===== config.mk =====
export PLATFORM = sky130hd
export DESIGN_NAME = fault_supervisor_control
export DESIGN_NICKNAME = d
export VERILOG_FILES = /design/src/design/fault_supervisor_pkg.sv /design/src/design/fault_supervisor_control.sv
export SDC_FILE = /design/constraint.sdc
export NUM_CORES = 1
export LEC_CHECK = 0
export ABC_AREA = 0
export BUFFER_PORTS_ARGS = -buffer_cell sky130_fd_sc_hd__buf_2
export CORE_MARGIN = 2
export CORE_UTILIZATION = 32
export DETAILED_ROUTE_END_ITERATION = 16
export GPL_ROUTABILITY_DRIVEN = 0
export SYNTH_ARGS = -nofsm -noshare
export SYNTH_HDL_FRONTEND = slang
export SYNTH_SLANG_ARGS = --single-unit

===== constraint.sdc =====
create_clock -name mclk -period 3.2 [get_ports mclk]
set_clock_uncertainty 0.05 [all_clocks]
set_input_delay 0.16 -clock mclk [delete_from_list [all_inputs] [get_ports mclk]]
set_output_delay 0.16 -clock mclk [all_outputs]
set_load 0.005 [all_outputs]

===== src/design/fault_supervisor_pkg.sv =====
// Behaviour
// - every diagnostic fault latches and holds until clear or power cycle; secondary over current until power cycle only
// - clear by panel key on internal control, external line on external
// - power cycle (reset) clears every latched indication
// - external start, stop, clear, arm act like panel keys only when external
// - open interlock lights interlock indicator and shuts output off
// - interlock input checked only when external interlock option enabled
// - regulate on lower of voltage or current setting, report active mode
// - soft-start restarts at power-on and on any diagnostic trip
// - standby is normal off state; start leaves it, stop returns
// - reference above bound raises program-range fault and disables output
// - over voltage shuts down and latches; resume needs clear then start
// - over current shuts down and latches; resume needs clear then start
// - secondary over current ignores clear, released only by power cycle
// - separate latch for thermal, interlock, phase, range, fuse, ov, oc
// - alarm output and indicator assert while any fault latched
// - standby-or-alarm output asserts in standby or on alarm
// - each status output driven high while its condition is active
// - status outputs for int control, ext control, voltage and current mode
// - any reference over upper limit lights program-line and turns output off
package fault_supervisor_pkg;

    // ------------------------------------------------------------
    // apb register map
    // ------------------------------------------------------------
    localparam logic [7:0]  CTRL_OFFSET    = 8'h00;
    localparam logic [7:0]  CMD_OFFSET     = 8'h04;
    localparam logic [7:0]  STATUS_OFFSET  = 8'h08;
    localparam logic [7:0]  FAULT_OFFSET   = 8'h0C;
    localparam logic [7:0]  REFLIM_OFFSET  = 8'h10;

    // ctrl fields
    localparam int          CTRL_EXT_BIT   = 0;
    localparam int          CTRL_ILK_BIT   = 1;
    localparam logic [1:0]  CTRL_RESET     = 2'h0;

    // cmd fields, write-one pulses standing for the panel keys
    localparam int          CMD_START_BIT  = 0;
    localparam int          CMD_STOP_BIT   = 1;
    localparam int          CMD_CLEAR_BIT  = 2;
    localparam int          CMD_ARM_BIT    = 3;

    // fault vector positions
    localparam int          NUM_FAULTS     = 8;
    localparam int          F_THERMAL      = 0;
    localparam int          F_INTERLOCK    = 1;
    localparam int          F_PHASE        = 2;
    localparam int          F_RANGE        = 3;
    localparam int          F_FUSE         = 4;
    localparam int          F_OVERV        = 5;
    localparam int          F_OVERI        = 6;
    localparam int          F_SECOVERI     = 7;

    // references: 12-bit codes, full scale 10.0 V = 12'h0CCC, limit 12.50 V
    localparam int          REF_W          = 12;
    localparam logic [11:0] REF_LIMIT_RST  = 12'h0FFF;

    // soft start: 10 ms ramp at 100 MHz
    localparam int          CLK_MHZ        = 100;
    localparam int          SOFT_START_US  = 10000;
    localparam int          SOFT_START_CYC = SOFT_START_US * CLK_MHZ;

    typedef enum logic [1:0] {ST_STANDBY, ST_RAMP, ST_RUN} run_state_e;

endpackage : fault_supervisor_pkg


===== src/design/fault_supervisor_control.sv =====
// The address map and the APB interface to the registers were decided locally.
`timescale 1ns/1ps
module fault_supervisor_control #(
    parameter int SOFT_START_CYCLES = fault_supervisor_pkg::SOFT_START_CYC
) (
    input  wire logic                                 mclk,
    input  wire logic                                 rst_n,
    // apb slave
    input  wire logic                                 psel,
    input  wire logic                                 penable,
    input  wire logic                                 pwrite,
    input  wire logic [7:0]                           paddr,
    input  wire logic [31:0]                          pwdata,
    output logic      [31:0]                          prdata,
    output logic                                      pready,
    output logic                                      pslverr,
    // external digital lines, asynchronous
    input  wire logic                                 extStart,
    input  wire logic                                 extStop,
    input  wire logic                                 extClear,
    input  wire logic                                 extArm,
    input  wire logic                                 interlockSet,
    // analog comparators and sensors, asynchronous
    input  wire logic                                 thermalTrip,
    input  wire logic                                 phaseLoss,
    input  wire logic                                 fuseOpen,
    input  wire logic                                 overVoltTrip,
    input  wire logic                                 overCurTrip,
    input  wire logic                                 secOverCurTrip,
    input  wire logic                                 voltLimiting,
    // reference input codes, from an adc on mclk
    input  wire logic [fault_supervisor_pkg::REF_W-1:0] voltRef,
    input  wire logic [fault_supervisor_pkg::REF_W-1:0] curRef,
    input  wire logic [fault_supervisor_pkg::REF_W-1:0] ovTripRef,
    input  wire logic [fault_supervisor_pkg::REF_W-1:0] ocTripRef,
    // outputs
    output logic                                      contactorOn,
    output logic                                      softStartRun,
    output logic                                      armed,
    output logic                                      standbyOut,
    output logic                                      alarmOut,
    output logic                                      standbyOrAlarm,
    output logic                                      intCtlOut,
    output logic                                      extCtlOut,
    output logic                                      voltCtlOut,
    output logic                                      curCtlOut,
    output logic [fault_supervisor_pkg::NUM_FAULTS-1:0] faultOut
);
    import fault_supervisor_pkg::*;

    // ------------------------------------------------------------
    // input synchronisers
    // ------------------------------------------------------------
    localparam int NSYNC = 12;
    logic [NSYNC-1:0] asyncIn;
    logic [NSYNC-1:0] syncA;
    logic [NSYNC-1:0] syncB;
    logic [3:0]       extPrev;

    assign asyncIn = {voltLimiting, secOverCurTrip, overCurTrip, overVoltTrip, fuseOpen,
                      phaseLoss, thermalTrip, interlockSet, extArm, extClear, extStop, extStart};

    always_ff @(posedge mclk or negedge rst_n) begin
        if (!rst_n) begin
            syncA   <= '0;
            syncB   <= '0;
            extPrev <= '0;
        end else begin
            syncA   <= asyncIn;
            syncB   <= syncA;
            extPrev <= syncB[3:0];
        end
    end

    wire logic [3:0] extRise   = syncB[3:0] & ~extPrev;
    wire logic       ilkClosed = syncB[4];
    wire logic       voltMode  = syncB[11];

    // ------------------------------------------------------------
    // registers and apb
    // ------------------------------------------------------------
    logic [1:0]       ctrl;
    logic [REF_W-1:0] refLimit;
    logic [NUM_FAULTS-1:0] faults;
    run_state_e       state;
    run_state_e       next_state;
    logic [31:0]      ssCount;
    logic             armReg;

    wire logic extMode  = ctrl[CTRL_EXT_BIT];
    wire logic ilkEn    = ctrl[CTRL_ILK_BIT];
    wire logic apbWr    = psel & penable & pwrite;
    wire logic apbSetRd = psel & ~penable & ~pwrite;
    wire logic hitCtrl  = (paddr == CTRL_OFFSET);
    wire logic hitCmd   = (paddr == CMD_OFFSET);
    wire logic hitStat  = (paddr == STATUS_OFFSET);
    wire logic hitFault = (paddr == FAULT_OFFSET);
    wire logic hitLim   = (paddr == REFLIM_OFFSET);
    wire logic mapped   = hitCtrl | hitCmd | hitStat | hitFault | hitLim;
    wire logic [3:0] panelKey = (apbWr && hitCmd) ? pwdata[3:0] : 4'h0;

    // key sources switch with control mode; the other source is dead
    wire logic [3:0] key      = extMode ? extRise : panelKey;
    wire logic startCmd = key[CMD_START_BIT];
    wire logic stopCmd  = key[CMD_STOP_BIT];
    wire logic clearCmd = key[CMD_CLEAR_BIT];
    wire logic armCmd   = key[CMD_ARM_BIT];

    assign pready  = 1'b1;
    assign pslverr = psel & penable & ~mapped;

    always_ff @(posedge mclk or negedge rst_n) begin
        if (!rst_n) begin
            ctrl     <= CTRL_RESET;
            refLimit <= REF_LIMIT_RST;
        end else if (apbWr && hitCtrl) begin
            ctrl     <= pwdata[1:0];
        end else if (apbWr && hitLim) begin
            refLimit <= pwdata[REF_W-1:0];
        end
    end

    wire logic [31:0] statusWord = {24'h0, voltMode, ~voltMode, extMode, ~extMode,
                                    alarmOut, armReg, 2'(state)};
    wire logic [31:0] rdMux = hitCtrl  ? {30'h0, ctrl} :
                              hitStat  ? statusWord :
                              hitFault ? {24'h0, faults} :
                              hitLim   ? {20'h0, refLimit} : 32'h0000_0000;

    // loaded in setup: pready is always high, so data must stand at the access edge
    always_ff @(posedge mclk or negedge rst_n) begin
        if (!rst_n) begin
            prdata <= 32'h0000_0000;
        end else if (apbSetRd) begin
            prdata <= rdMux;
        end
    end

    // ------------------------------------------------------------
    // fault latches
    // ------------------------------------------------------------
    function automatic logic overLimit(input logic [REF_W-1:0] v, input logic [REF_W-1:0] lim);
        overLimit = (v > lim);
    endfunction : overLimit

    wire logic rangeBad = overLimit(voltRef, refLimit) | overLimit(curRef, refLimit) |
                          overLimit(ovTripRef, refLimit) | overLimit(ocTripRef, refLimit);
    wire logic [NUM_FAULTS-1:0] cause;
    assign cause[F_THERMAL]   = syncB[5];
    assign cause[F_INTERLOCK] = ilkEn & ~ilkClosed;
    assign cause[F_PHASE]     = syncB[6];
    assign cause[F_RANGE]     = rangeBad;
    assign cause[F_FUSE]      = syncB[7];
    assign cause[F_OVERV]     = syncB[8];
    assign cause[F_OVERI]     = syncB[9];
    assign cause[F_SECOVERI]  = syncB[10];

    // clear mask leaves secondary trip alone
    logic [NUM_FAULTS-1:0] clrMask;
    assign clrMask = clearCmd ? {1'b0, {(NUM_FAULTS-1){1'b1}}} : '0;

    // set wins over clear; reset is the power cycle
    always_ff @(posedge mclk or negedge rst_n) begin
        if (!rst_n) begin
            faults <= '0;
        end else begin
            faults <= (faults & ~clrMask) | cause;
        end
    end

    wire logic anyFault = |faults;
    wire logic newTrip  = |(cause & ~faults);

    // ------------------------------------------------------------
    // run control
    // ------------------------------------------------------------
    always_comb begin
        next_state = state;
        case (state)
            ST_STANDBY: begin
                if (startCmd && !anyFault && !newTrip) begin
                    next_state = ST_RAMP;
                end
            end
            ST_RAMP: begin
                if (stopCmd || anyFault || newTrip) begin
                    next_state = ST_STANDBY;
                end else if (ssCount >= SOFT_START_CYCLES - 1) begin
                    next_state = ST_RUN;
                end
            end
            ST_RUN: begin
                if (stopCmd || anyFault || newTrip) begin
                    next_state = ST_STANDBY;
                end
            end
            default: next_state = ST_STANDBY;
        endcase
    end

    always_ff @(posedge mclk or negedge rst_n) begin
        if (!rst_n) begin
            state   <= ST_STANDBY;
            ssCount <= 32'h0000_0000;
            armReg  <= 1'b0;
        end else begin
            state   <= next_state;
            // ramp starts over after any trip or stop
            ssCount <= (next_state == ST_RAMP && state == ST_RAMP) ? ssCount + 32'h0000_0001
                                                                   : 32'h0000_0000;
            if (armCmd) begin
                armReg <= ~armReg;
            end
        end
    end

    // ------------------------------------------------------------
    // status outputs, registered
    // ------------------------------------------------------------
    always_ff @(posedge mclk or negedge rst_n) begin
        if (!rst_n) begin
            contactorOn    <= 1'b0;
            softStartRun   <= 1'b0;
            armed          <= 1'b0;
            standbyOut     <= 1'b1;
            alarmOut       <= 1'b0;
            standbyOrAlarm <= 1'b1;
            intCtlOut      <= 1'b1;
            extCtlOut      <= 1'b0;
            voltCtlOut     <= 1'b0;
            curCtlOut      <= 1'b0;
            faultOut       <= '0;
        end else begin
            contactorOn    <= (next_state != ST_STANDBY);
            softStartRun   <= (next_state == ST_RAMP);
            armed          <= armReg;
            standbyOut     <= (next_state == ST_STANDBY);
            alarmOut       <= anyFault;
            standbyOrAlarm <= (next_state == ST_STANDBY) | anyFault;
            intCtlOut      <= ~extMode;
            extCtlOut      <= extMode;
            voltCtlOut     <= (state != ST_STANDBY) & voltMode;
            curCtlOut      <= (state != ST_STANDBY) & ~voltMode;
            faultOut       <= faults;
        end
    end

endmodule : fault_supervisor_control


=== After elaboration in Yosys (flattened, before gate mapping) ===
Cells that the tools add are included.

* Flip-flop bits (word level): 135
* Input port bits: 105
* Output and inout port bits: 52
* Logic and storage cells: 96

* Add/subtract/negate cells: 1
* $lt $le $gt $ge: 5
* Eq/ne operators: 7
* Muxes and demuxes: 13
* Bitwise operators: 31
* Reduce and logical (&&, ||, !) cells: 18

{| class="wikitable"
|+ Operators by type and width
! kind !! count
|-
| $gt 12x12->1 || 4
|-
| $mux 12 || 4
|-
| $add 32x1->32 const B || 1
|-
| $ge 32x20->1 const B || 1
|-
| $mux 32 || 1
|-
| $and 8x8->8 || 2
|-
| $eq 8x4->1 const B || 2
|-
| $reduce_or 8->1 || 2
|-
| $and 1x1->1 || 8
|-
| $eq 8x3->1 const B || 1
|-
| $eq 8x5->1 const B || 1
|-
| $logic_not 8->1 || 1
|-
| $mux 2 || 4
|-
| $mux 4 || 2
|-
| $not 1->1 || 8
|-
| $not 7->8 || 1
|-
| $not 8->8 || 1
|-
| $or 1x1->1 || 8
|-
| $or 8x8->8 || 1
|-
| $mux 7 || 1
|-
| $logic_and 1x1->1 || 6
|-
| $pmux 2 s3 || 1
|-
| $and 4x4->4 || 1
|-
| $eq 2x1->1 const B || 2
|-
| 7 further kinds || 11
|}

=== Logic depth before layout (Yosys ltp) ===
Gate-level depths: netlist (run 1).

* Word-level depth: 13
* Depth in mapped cells: 9
* Depth with buffers taken out: 8

=== Worst setup path before layout (run 1) ===
No wires, ideal clock.

* Kind: register -> register
* From: reg refLimit[10]
* To: reg ssCount[2]
* Library setup time: 0.140 ns
* Data arrival time: 2.366 ns
* Required time: 3.010 ns
* Setup slack: 0.644 ns
* Stages on the path, launching flop included: 10
* Buffers on the path: 1
* Period minus slack after synthesis: 2.556 ns
* Cells stage by stage: dfstp_2 > inv_1 > ha_1 > nand4_1 > or2_2 > a21oi_1 > a2111oi_0 > o2111ai_1 > clkbuf_1 > a21oi_1

* Longest elaborated chain between the ends: 13
* Elaborated cells between the ends (all ways): 19
* Classes of those cells: 4 x order compare; 1 x eq/ne; 5 x mux; 4 x bitwise; 5 x reduce/logical

{| class="wikitable"
|+ RTL lines
! item !! RTL line !! text
|-
| start: declaration || fault_supervisor_control.sv:83 || <nowiki>logic [REF_W-1:0] refLimit;</nowiki>
|-
| start signal: assignment || fault_supervisor_control.sv:119 || <nowiki>refLimit <= pwdata[REF_W-1:0];</nowiki>
|-
| $gt 12x12->1 || fault_supervisor_control.sv:143 || <nowiki>overLimit = (v > lim);</nowiki>
|-
| $or 1x1->1 (2 in series) || fault_supervisor_control.sv:146 || <nowiki>wire logic rangeBad = overLimit(voltRef, refLimit) | overLimit(curRef, refLimit) |</nowiki>
|-
| $or 1x1->1 * || fault_supervisor_control.sv:147 || <nowiki>overLimit(ovTripRef, refLimit) | overLimit(ocTripRef, refLimit);</nowiki>
|-
| $and 8x8->8 * || fault_supervisor_control.sv:172 || <nowiki>wire logic newTrip = |(cause & ~faults);</nowiki>
|-
| $reduce_or 8->1 * || fault_supervisor_control.sv:172 ||
|-
| $logic_not 1->1 || fault_supervisor_control.sv:181 || <nowiki>if (startCmd && !anyFault && !newTrip) begin</nowiki>
|-
| $logic_and 1x1->1 || fault_supervisor_control.sv:181 ||
|-
| $mux 2 || fault_supervisor_control.sv:181 ||
|-
| $pmux 2 s3 * || fault_supervisor_control.sv:179 || <nowiki>case (state)</nowiki>
|-
| $eq 2x1->1 * || fault_supervisor_control.sv:209 || <nowiki>ssCount <= (next_state == ST_RAMP && state == ST_RAMP) ? ssCount + 32'h0000_0001</nowiki>
|-
| $logic_and 1x1->1 * || fault_supervisor_control.sv:209 ||
|-
| $mux 32 * || fault_supervisor_control.sv:209 ||
|-
| end signal: assignment || fault_supervisor_control.sv:209 ||
|-
| end: declaration || fault_supervisor_control.sv:87 || <nowiki>logic [31:0] ssCount;</nowiki>
|}

Mark *: on every way between the ends. The rest lies on a longest branch, timed or not.
A chain may end at the register's enable or synchronous reset.

=== Worst setup path after layout (run 1) ===
* From: reg refLimit[1]
* To: reg standbyOut

* Longest elaborated chain between the ends: 11
* Elaborated cells between the ends (all ways): 17
* Classes of those cells: 4 x order compare; 4 x mux; 4 x bitwise; 5 x reduce/logical

{| class="wikitable"
|+ RTL lines
! item !! RTL line !! text
|-
| $gt 12x12->1 || fault_supervisor_control.sv:143 ||
|-
| $or 1x1->1 (2 in series) || fault_supervisor_control.sv:146 ||
|-
| $or 1x1->1 * || fault_supervisor_control.sv:147 ||
|-
| $and 8x8->8 * || fault_supervisor_control.sv:172 ||
|-
| $reduce_or 8->1 * || fault_supervisor_control.sv:172 ||
|-
| $logic_not 1->1 || fault_supervisor_control.sv:181 ||
|-
| $logic_and 1x1->1 || fault_supervisor_control.sv:181 ||
|-
| $mux 2 || fault_supervisor_control.sv:181 ||
|-
| $pmux 2 s3 * || fault_supervisor_control.sv:179 ||
|-
| $logic_not 2->1 * || fault_supervisor_control.sv:237 || <nowiki>standbyOut <= (next_state == ST_STANDBY);</nowiki>
|-
| end signal: assignment || fault_supervisor_control.sv:237 ||
|-
| end: declaration || fault_supervisor_control.sv:40 || <nowiki>output logic standbyOut,</nowiki>
|}

Marked as above.

==> results of run 1 <==
==> how the worst min path moves through the flow <==
stage                     startpoint          end  slack [ns]  cells after the start
after floorplan                rst_n     alarmOut       -0.19                      0
after global placement         rst_n    syncA[11]        0.19                      1
after detailed placement       rst_n    syncA[11]        0.19                      1
after CTS                   paddr[5]  refLimit[1]        0.19                      5
after global routing        paddr[5]  refLimit[1]        0.23                      5
final                       paddr[5]  refLimit[1]        0.21                      5
==> metrics by stage <==
| stage | cell area [sq um] | hold WS, ns | utilization | power [W] |
|---|---|---|---|---|
| finish | 7380 | 0.208 | 0.425 | 0.00380 |
| global route | 7380 | 0.226 | 0.425 | 0.00398 |
| CTS | 7380 | 0.192 | 0.425 | 0.00384 |
| detailed placement | 6540 | 0.189 | 0.377 | 0.00194 |
| global placement | 6540 | 0.186 | 0.377 | 0.00193 |
| floorplan | 5830 | -0.186 | - | 0.00177 |
==> registers in the layout (all words and copies together), names as in the netlist, 2 cells and up <==
register,cells
faultOut,8
faults,8
ctrl,2
syncA,12
refLimit,12
extPrev,4
ssCount,32
prdata,12
syncB,12
state,2
==> layout by cell type, fill, tap and decap left out, types with 3 or more instances in the layout <==
cell type        n
conb_1          33
o211ai_1         4
nor4_2           3
nor2_1          28
dlygate4sd3_1   25
a21o_1           5
dfstp_2         15
xor2_1           8
a21oi_2         11
a21oi_1         52
buf_4            6
mux2i_1          5
nor4_1           4
nand2_1         49
or3_1            6
o21ai_0         21
ha_1            49
nand2_2         10
clkinvlp_4       3
nand3_1         16
and3_1           3
xnor2_1         12
inv_1           28
o311ai_0         3
nor2b_1          7
mux2_2           3
nor3_1           9
nand2b_1         6
dfrtp_1        100
nand4_1         19
buf_2          114
clkbuf_16       17
==> cell families after synthesis <==
family	Yosys count	synth area share
AOI/OAI and AO/OA	113	0.125
xor gates and xnor gates	20	0.0307
adders and majority gates	49	0.107
buffers and inverters	64	0.0611
DFF	115	0.507
muxes	8	0.0147
other	2	0.00132
and+or+nand+nor	170	0.153
==> critical path: stages, from the launching register on <==
cell and delay, ns:
dfstp_2 0.53, inv_1 0.11, ha_1 0.31, nor2b_1 0.14, o211ai_1 0.17, a21oi_1 0.09, o311ai_0 0.49, o2111ai_2 0.24
buf_12 0.22, a22o_1 0.24
==> per-layer routing <==
| metal | vias up | part of all wire | track usage |
|---|---|---|---|
| li1 | 2188 | - | - |
| met1 | 2089 | 0.46 | 0.197 |
| met2 | 110 | 0.47 | 0.251 |
| met3 | 22 | 0.048 | 0.0412 |
| met4 | 0 | 0.021 | 0.0619 |
| met5 | - | 0 | 0 |
==> final cells by class <==
type | count | area (sq um)
Sequential cell | 115 | 2900
Fill cell | 1673 | 9970
Clock inverter | 11 | 128
Multi-Input combinational cell | 393 | 2600
Inverter | 29 | 109
Antenna cell | 1 | 2.50
Timing Repair Buffer | 147 | 906
Tap cell | 225 | 282
Clock buffer | 21 | 460
==> power groups by stage <==
stage	combinational, W	clock (W)	sequential [W]
5_1_grt	0.000423	0.00198	0.00157
3_3_place_gp	0.000345	0	0.00159
6_report	0.000370	0.00186	0.00157
3_5_place_dp	0.000351	0	0.00159
2_1_floorplan	0.000189	0	0.00158
4_1_cts	0.000376	0.00190	0.00157
==> summary.md, run 1 <==
| Metric | Value |
|---|---|
| Hold Crit Class | primary input to flop |
| Area growth syn-to-layout | 29.3% |
| Max-slew violation count | 0 |
| Final Hold Viols | 0 |
| IO Pins | ~160 |
| Die Area | between 15,000 and 20,000 sq um |
| R2r setup slk | about 0.51 ns |
| Initial antenna violation count | 1 |
| Comb pwr share | 0.097 |
| Vias in the first global route | roughly 4,300 |
| Clock power share | 0.491 |
| Initial core utilization | 0.329 |
| R2r startpoint | refLimit[1] |
| DR vias | 4,409 |
| Drt pass-1 iters | 4 |
| Internal | ~0.0029 W |
| Leak | 3.56 nW |
| Min Tclk post-route | 2.69 ns |
| Final TNS setup | 0 ns |
| Setup crit end | standbyOut |
| H-tree level count | 4 |
| Final net count | 857 |
| First-pass GRT wire length | approximately 22,000 um |
| Post-synthesis sequential area ratio | 0.507 |
| Setup Crit Path Kind | flop to flop |
| Clock Latency Late Sink | 0.41 ns |
| Synth unique cells | 54 |
| Share of cells above drive strength 1 | 0.281 |
| Startpoint class of the critical path | flop |
| Cells after synthesis | between 500 and 600 |
| Sequential share of power | 0.412 |
| Row count | between 40 and 50 |
| Final cell count without fillers | about 940 |
| Post-CTS Hold Buffers | 25 |
| Post-synth top flop | dfrtp_1 |
| Vert. Die Dim | around 140 um |
| Placed cell count | approximately 880 |
| Grt total ovfl | 0 |
| RSZ-0062 raised after global routing | false |
| Remaining DRCs | 0 |
| Detail Route Antenna Nets | 0 |
| Maximum fanout along the worst path | 27 |
| GRT Util Overall | 0.155 |
| Width of the die | ~140 um |
| CP endpoint kind | flop |
| Synth top area share | 0.438 |
| Clk buf depth | 2 |
| Cell taking the most area after synthesis | dfrtp_1 |
| Maxcap violations | 0 |
| Reg clk slew, reported paths | roughly 0.06 ns |
| Avg Inst Size Synth | between 10 and 15 sq um |
| Maximum vdd drop | between 0.0005 and 0.0006 V |
| Status | finished, final reports clean |
| CTS sink cnt | 115 |
| Async S/R FF share, synth | 1.00 |
| Worst endpoint data arrival time | 2.98 ns |
| Top-count cell post-synth | dfrtp_1 |
| Top area cells in the synthesized netlist | dfrtp_1 (44%), ha_1 (11%), dfstp_2 (6.9%) |
| TritonCTS Buffers | 17 |
| Wire length per cell | 14.5 um |
| EDFF count, synth | 0 |
| Setup violations, final | 0 |
| Synthesized flop and latch total | 115 |
| Fin crit share | 0.842 |
| Vias/cell | ~4.7 |
| Final worst slack | between 0.5 and 0.6 ns |
| Post-DP HPWL | between 9000 and 10,000 um |
| Largest net degree at the start of global routing | 67 |
| Power density over the cells | roughly 510 nW/um^2 |
| Synth cell count leaders | dfrtp_1 (100), a21oi_1 (52), ha_1 (49), nand2_1 (49) |
| 1st-iter DRT viols | between 100 and 150 |
| CTS tree | yes |
| Reg2Reg Depth | 9 |
| Crit. Startpoint | refLimit[1] |
| YS warnings | 0 |
| Slew HR | 0.508 |
| Post-CTS setup buffer count | 0 |
| Worst slew pin tran | between 0.7 and 0.8 ns |
| Capture point of the worst reg-to-reg path | standbyOut |
| Mapped Area | 5710 sq um |
| Port buffer count | about 120 |
| Max Clock Freq | about 0.37 GHz |
| Post-Route WL | ~14,000 um |
| CTS resizes | 0 |
| P_sw | approximately 0.00093 W |
| Pre-CTS setup slack | slightly above 0.5 ns |
| Clock Tree Root | clkbuf_16 |
| Core area | 17,400 sq um |
| Sw Share | 0.246 |
| Worst path required time | roughly 3.5 ns |
Power figures use the tool's default switching activity.
==> inputs of run 2 (changes only) <==
Clock period 3.2 ns to 2.3 ns, I/O delays scaled along.
==> run 2 against run 1 <==
Effect of this change: the flow now finishes with violations (setup timing); sequential power rose by 38%; critical path depth unchanged; wire length rose by 5.6%; cell count is 4.9% higher; design area increased by 9.5%; total power is 48% higher; fmax rose by 12%; register-to-register slack worse by 0.60 ns; sequential share of layout area shrank 3.4 points; flip-flop and latch count did not move; first-iteration DRC count increased by 13%; setup slack got worse by 0.60 ns; critical path type unchanged; largest power group unchanged.
==> summary.md, run 2 (synthesized netlist as in run 1, its figures left out) <==
| Metric | Value |
|---|---|
| P_sw | 0.00137 W (was 0.000935 W) |
| Maxcap violations | 0 (unchanged) |
| Internal | 0.00424 W (was 0.00286 W) |
| Core area | 17,400 sq um (unchanged) |
| Grt total ovfl | 0 (unchanged) |
| DR vias | 4,596 (was 4,409) |
| Clock Tree Root | clkbuf_16 (unchanged) |
| Status | finished, violations left (was finished, final reports clean) |
| Sw Share | 0.244 (was 0.246) |
| WHS | 0.0354 ns (was 0.208 ns) |
| Commonest cells after routing, fill and taps aside | buf_2 (114), dfrtp_1 (100), nand2_1 (48) (was buf_2 (114), dfrtp_1 (100), a21oi_1 (52)) |
| Die Area | 18,900 sq um (unchanged) |
| Setup violations, final | 27 (was 0) |
| Largest net degree at the start of global routing | 45 (was 67) |
| N_diodes | 0 (was 1) |
| Post-layout util | 0.466 (was 0.425) |
| Reg clk slew, reported paths | 0.06 ns (about the same) |
| CP endpoint kind | flop (unchanged) |
| Area growth syn-to-layout | 41.5% (was 29.3%) |
| Worst endpoint data arrival time | 2.69 ns (was 2.98 ns) |
| Detail Route Antenna Nets | 0 (unchanged) |
| First-pass GRT wire length | 22,600 um (was 22,100 um) |
| Final net count | 904 (was 857) |
| Post-Route WL | 14,400 um (was 13,700 um) |
| Comb pwr share | 0.108 (was 0.097) |
| R2r startpoint | refLimit[5] (was refLimit[1]) |
| Max-slew violation count | 0 (unchanged) |
| Setup Crit Path Kind | flop to flop (unchanged) |
| Vias in the first global route | 4,590 (was 4,333) |
| RSZ-0062 raised after global routing | true (was false) |
| Share of cells above drive strength 1 | 0.366 (was 0.281) |
| TritonCTS Buffers | 17 (unchanged) |
| Leak | 3.81 nW (was 3.56 nW) |
| Min Tclk post-route | 2.40 ns (was 2.69 ns) |
| Port buffer count | 115 (unchanged) |
| Slew HR | 0.572 (was 0.508) |
| Commonest non-fill, non-tap cell in the layout | buf_2 (unchanged) |
| Drt pass-1 iters | 4 (unchanged) |
| CTS tree | yes (unchanged) |
| Pre-CTS setup slack | -0.123 ns (was 0.508 ns) |
| Clk buf depth | 2 (unchanged) |
| Row count | 48 (unchanged) |
| Clock Latency Late Sink | 0.41 ns (about the same) |
| Maximum vdd drop | 0.000520 V (was 0.000522 V) |
| Failing checks | setup timing |
| Initial antenna violation count | 0 (was 1) |
| Hold Crit Class | primary input to async pin (was primary input to flop) |
| Reg2Reg Depth | 9 (unchanged) |
| Capture point of the worst reg-to-reg path | standbyOut (unchanged) |
| Wire length per cell | 14.6 um (was 14.5 um) |
| Fin crit share | 1.04 (was 0.842) |
| Initial core utilization | 0.329 (unchanged) |
| Vias/cell | 4.65 (was 4.68) |
| Maximum fanout along the worst path | 7 (was 27) |
| 1st-iter DRT viols | 163 (was 144) |
| Fillers | 1,614 (was 1,673) |
| Clock power share | 0.506 (was 0.491) |
| Remaining DRCs | 0 (unchanged) |
| Worst path required time | 2.59 ns (was 3.49 ns) |
| Max FFs per register | 32 (unchanged) |
| CTS sink cnt | 115 (unchanged) |
| Final worst slack | -0.0970 ns (was 0.506 ns) |
| Startpoint class of the critical path | flop (unchanged) |
| Width of the die | 138 um (unchanged) |
| H-tree level count | 4 (unchanged) |
| Worst slew pin tran | 0.641 ns (was 0.731 ns) |
| Post-DP HPWL | 10,300 um (was 9920 um) |
| IO Pins | 157 (unchanged) |
| Power density over the cells | 694 nW/um^2 (was 515 nW/um^2) |
| Final Hold Viols | 0 (unchanged) |
| Vert. Die Dim | 138 um (unchanged) |
| Sequential share of power | 0.386 (was 0.412) |
| Total power draw | 0.00561 W (was 0.00380 W) |
| GRT Util Overall | 0.157 (was 0.155) |
| R2r setup slk | -0.1 ns (was 0.51 ns) |
| Max Clock Freq | 0.417 GHz (was 0.371 GHz) |
| Register with the most flip-flops | ssCount (unchanged) |
-- run 2: changes by cell type in the layout (fill, tap and decap cells not counted), moves of 3 or more --
cell	delta
clkinv_4	+3
a21oi_2	+5
dlygate4sd3_1	+3
ha_4	+8
o21ai_0	-3
ha_1	-8
inv_2	+6
clkinvlp_4	-3
inv_1	-8
buf_4	+39
a21oi_1	-6
o21ai_1	+3
-- run 2: worst max path at each step --
stage	from	to	slack [ns]	cells past startpoint
floorplan	refLimit[5]	state[0]	0.02	9
global placement	refLimit[1]	standbyOut	-0.11	9
detailed placement	refLimit[1]	standbyOut	-0.12	9
CTS	refLimit[5]	standbyOut	-0.05	9
global route	refLimit[5]	standbyOrAlarm	-0.17	9
finish	refLimit[5]	standbyOut	-0.1	9
-- run 2: repair_timing --
| action | in CTS | in global routing |
|---|---|---|
| setup endpoints to repair | 27 | 27 |
| pin swaps | 6 | 2 |
| cloned | 1 | 2 |
| buffers inserted | 2 | 2 |
| hold buffers | 28 | 0 |
| endpoints found under the hold margin | 127 | 0 |
| resized for setup | 15 | 24 |
-- run 2: worst max-delay path, cell delays in order, from the launching register on --
cell and delay (ns):
dfstp_2 0.55, inv_4 0.06, buf_6 0.12, ha_4 0.26, nand4_1 0.12, or3_4 0.42, o311ai_4 0.09, o2111ai_4 0.24
buf_12 0.20, a22o_1 0.22
-- run 2: per-layer routing --
| metal | track usage | wire length (um) |
|---|---|---|
| met2 | 0.262 | 6980 |
| met4 | 0.0647 | 325 |
| met3 | 0.0331 | 602 |
| met5 | 0 | 0 |
| met1 | 0.199 | 6540 |
-- run 2: power by group through the flow --
stage / Combinational, W / Clock (W) / Sequential (W)
after floorplan: 0.000269 / 0 / 0.00220
after global placement: 0.000520 / 0 / 0.00220
after detailed placement: 0.000528 / 0 / 0.00220
after CTS: 0.000569 / 0.00288 / 0.00217
after global routing: 0.000679 / 0.00298 / 0.00218
final: 0.000604 / 0.00283 / 0.00217
-- run 2: area by class of cell --
type | count | area, sq um | area share
Multi-Input combinational cell | 393 | 2830 | 0.350
Tap cell | 225 | 282 | 0.0348
Clock buffer | 19 | 443 | 0.0548
Clock inverter | 13 | 200 | 0.0248
Sequential cell | 115 | 2900 | 0.358
Timing Repair Buffer | 194 | 1320 | 0.163
Inverter | 29 | 114 | 0.0141
-- run 2: stage by stage --
step / area [sq um] / setup TNS (ns) / std cells
2_1_floorplan: 5870 / 0 / 572
3_3_place_gp: 6850 / -2.11 / 921
3_5_place_dp: 6850 / -1.90 / 921
4_1_cts: 7880 / -0.127 / 984
5_1_grt: 8080 / -3.65 / 988
6_report: 8080 / -1.40 / 988
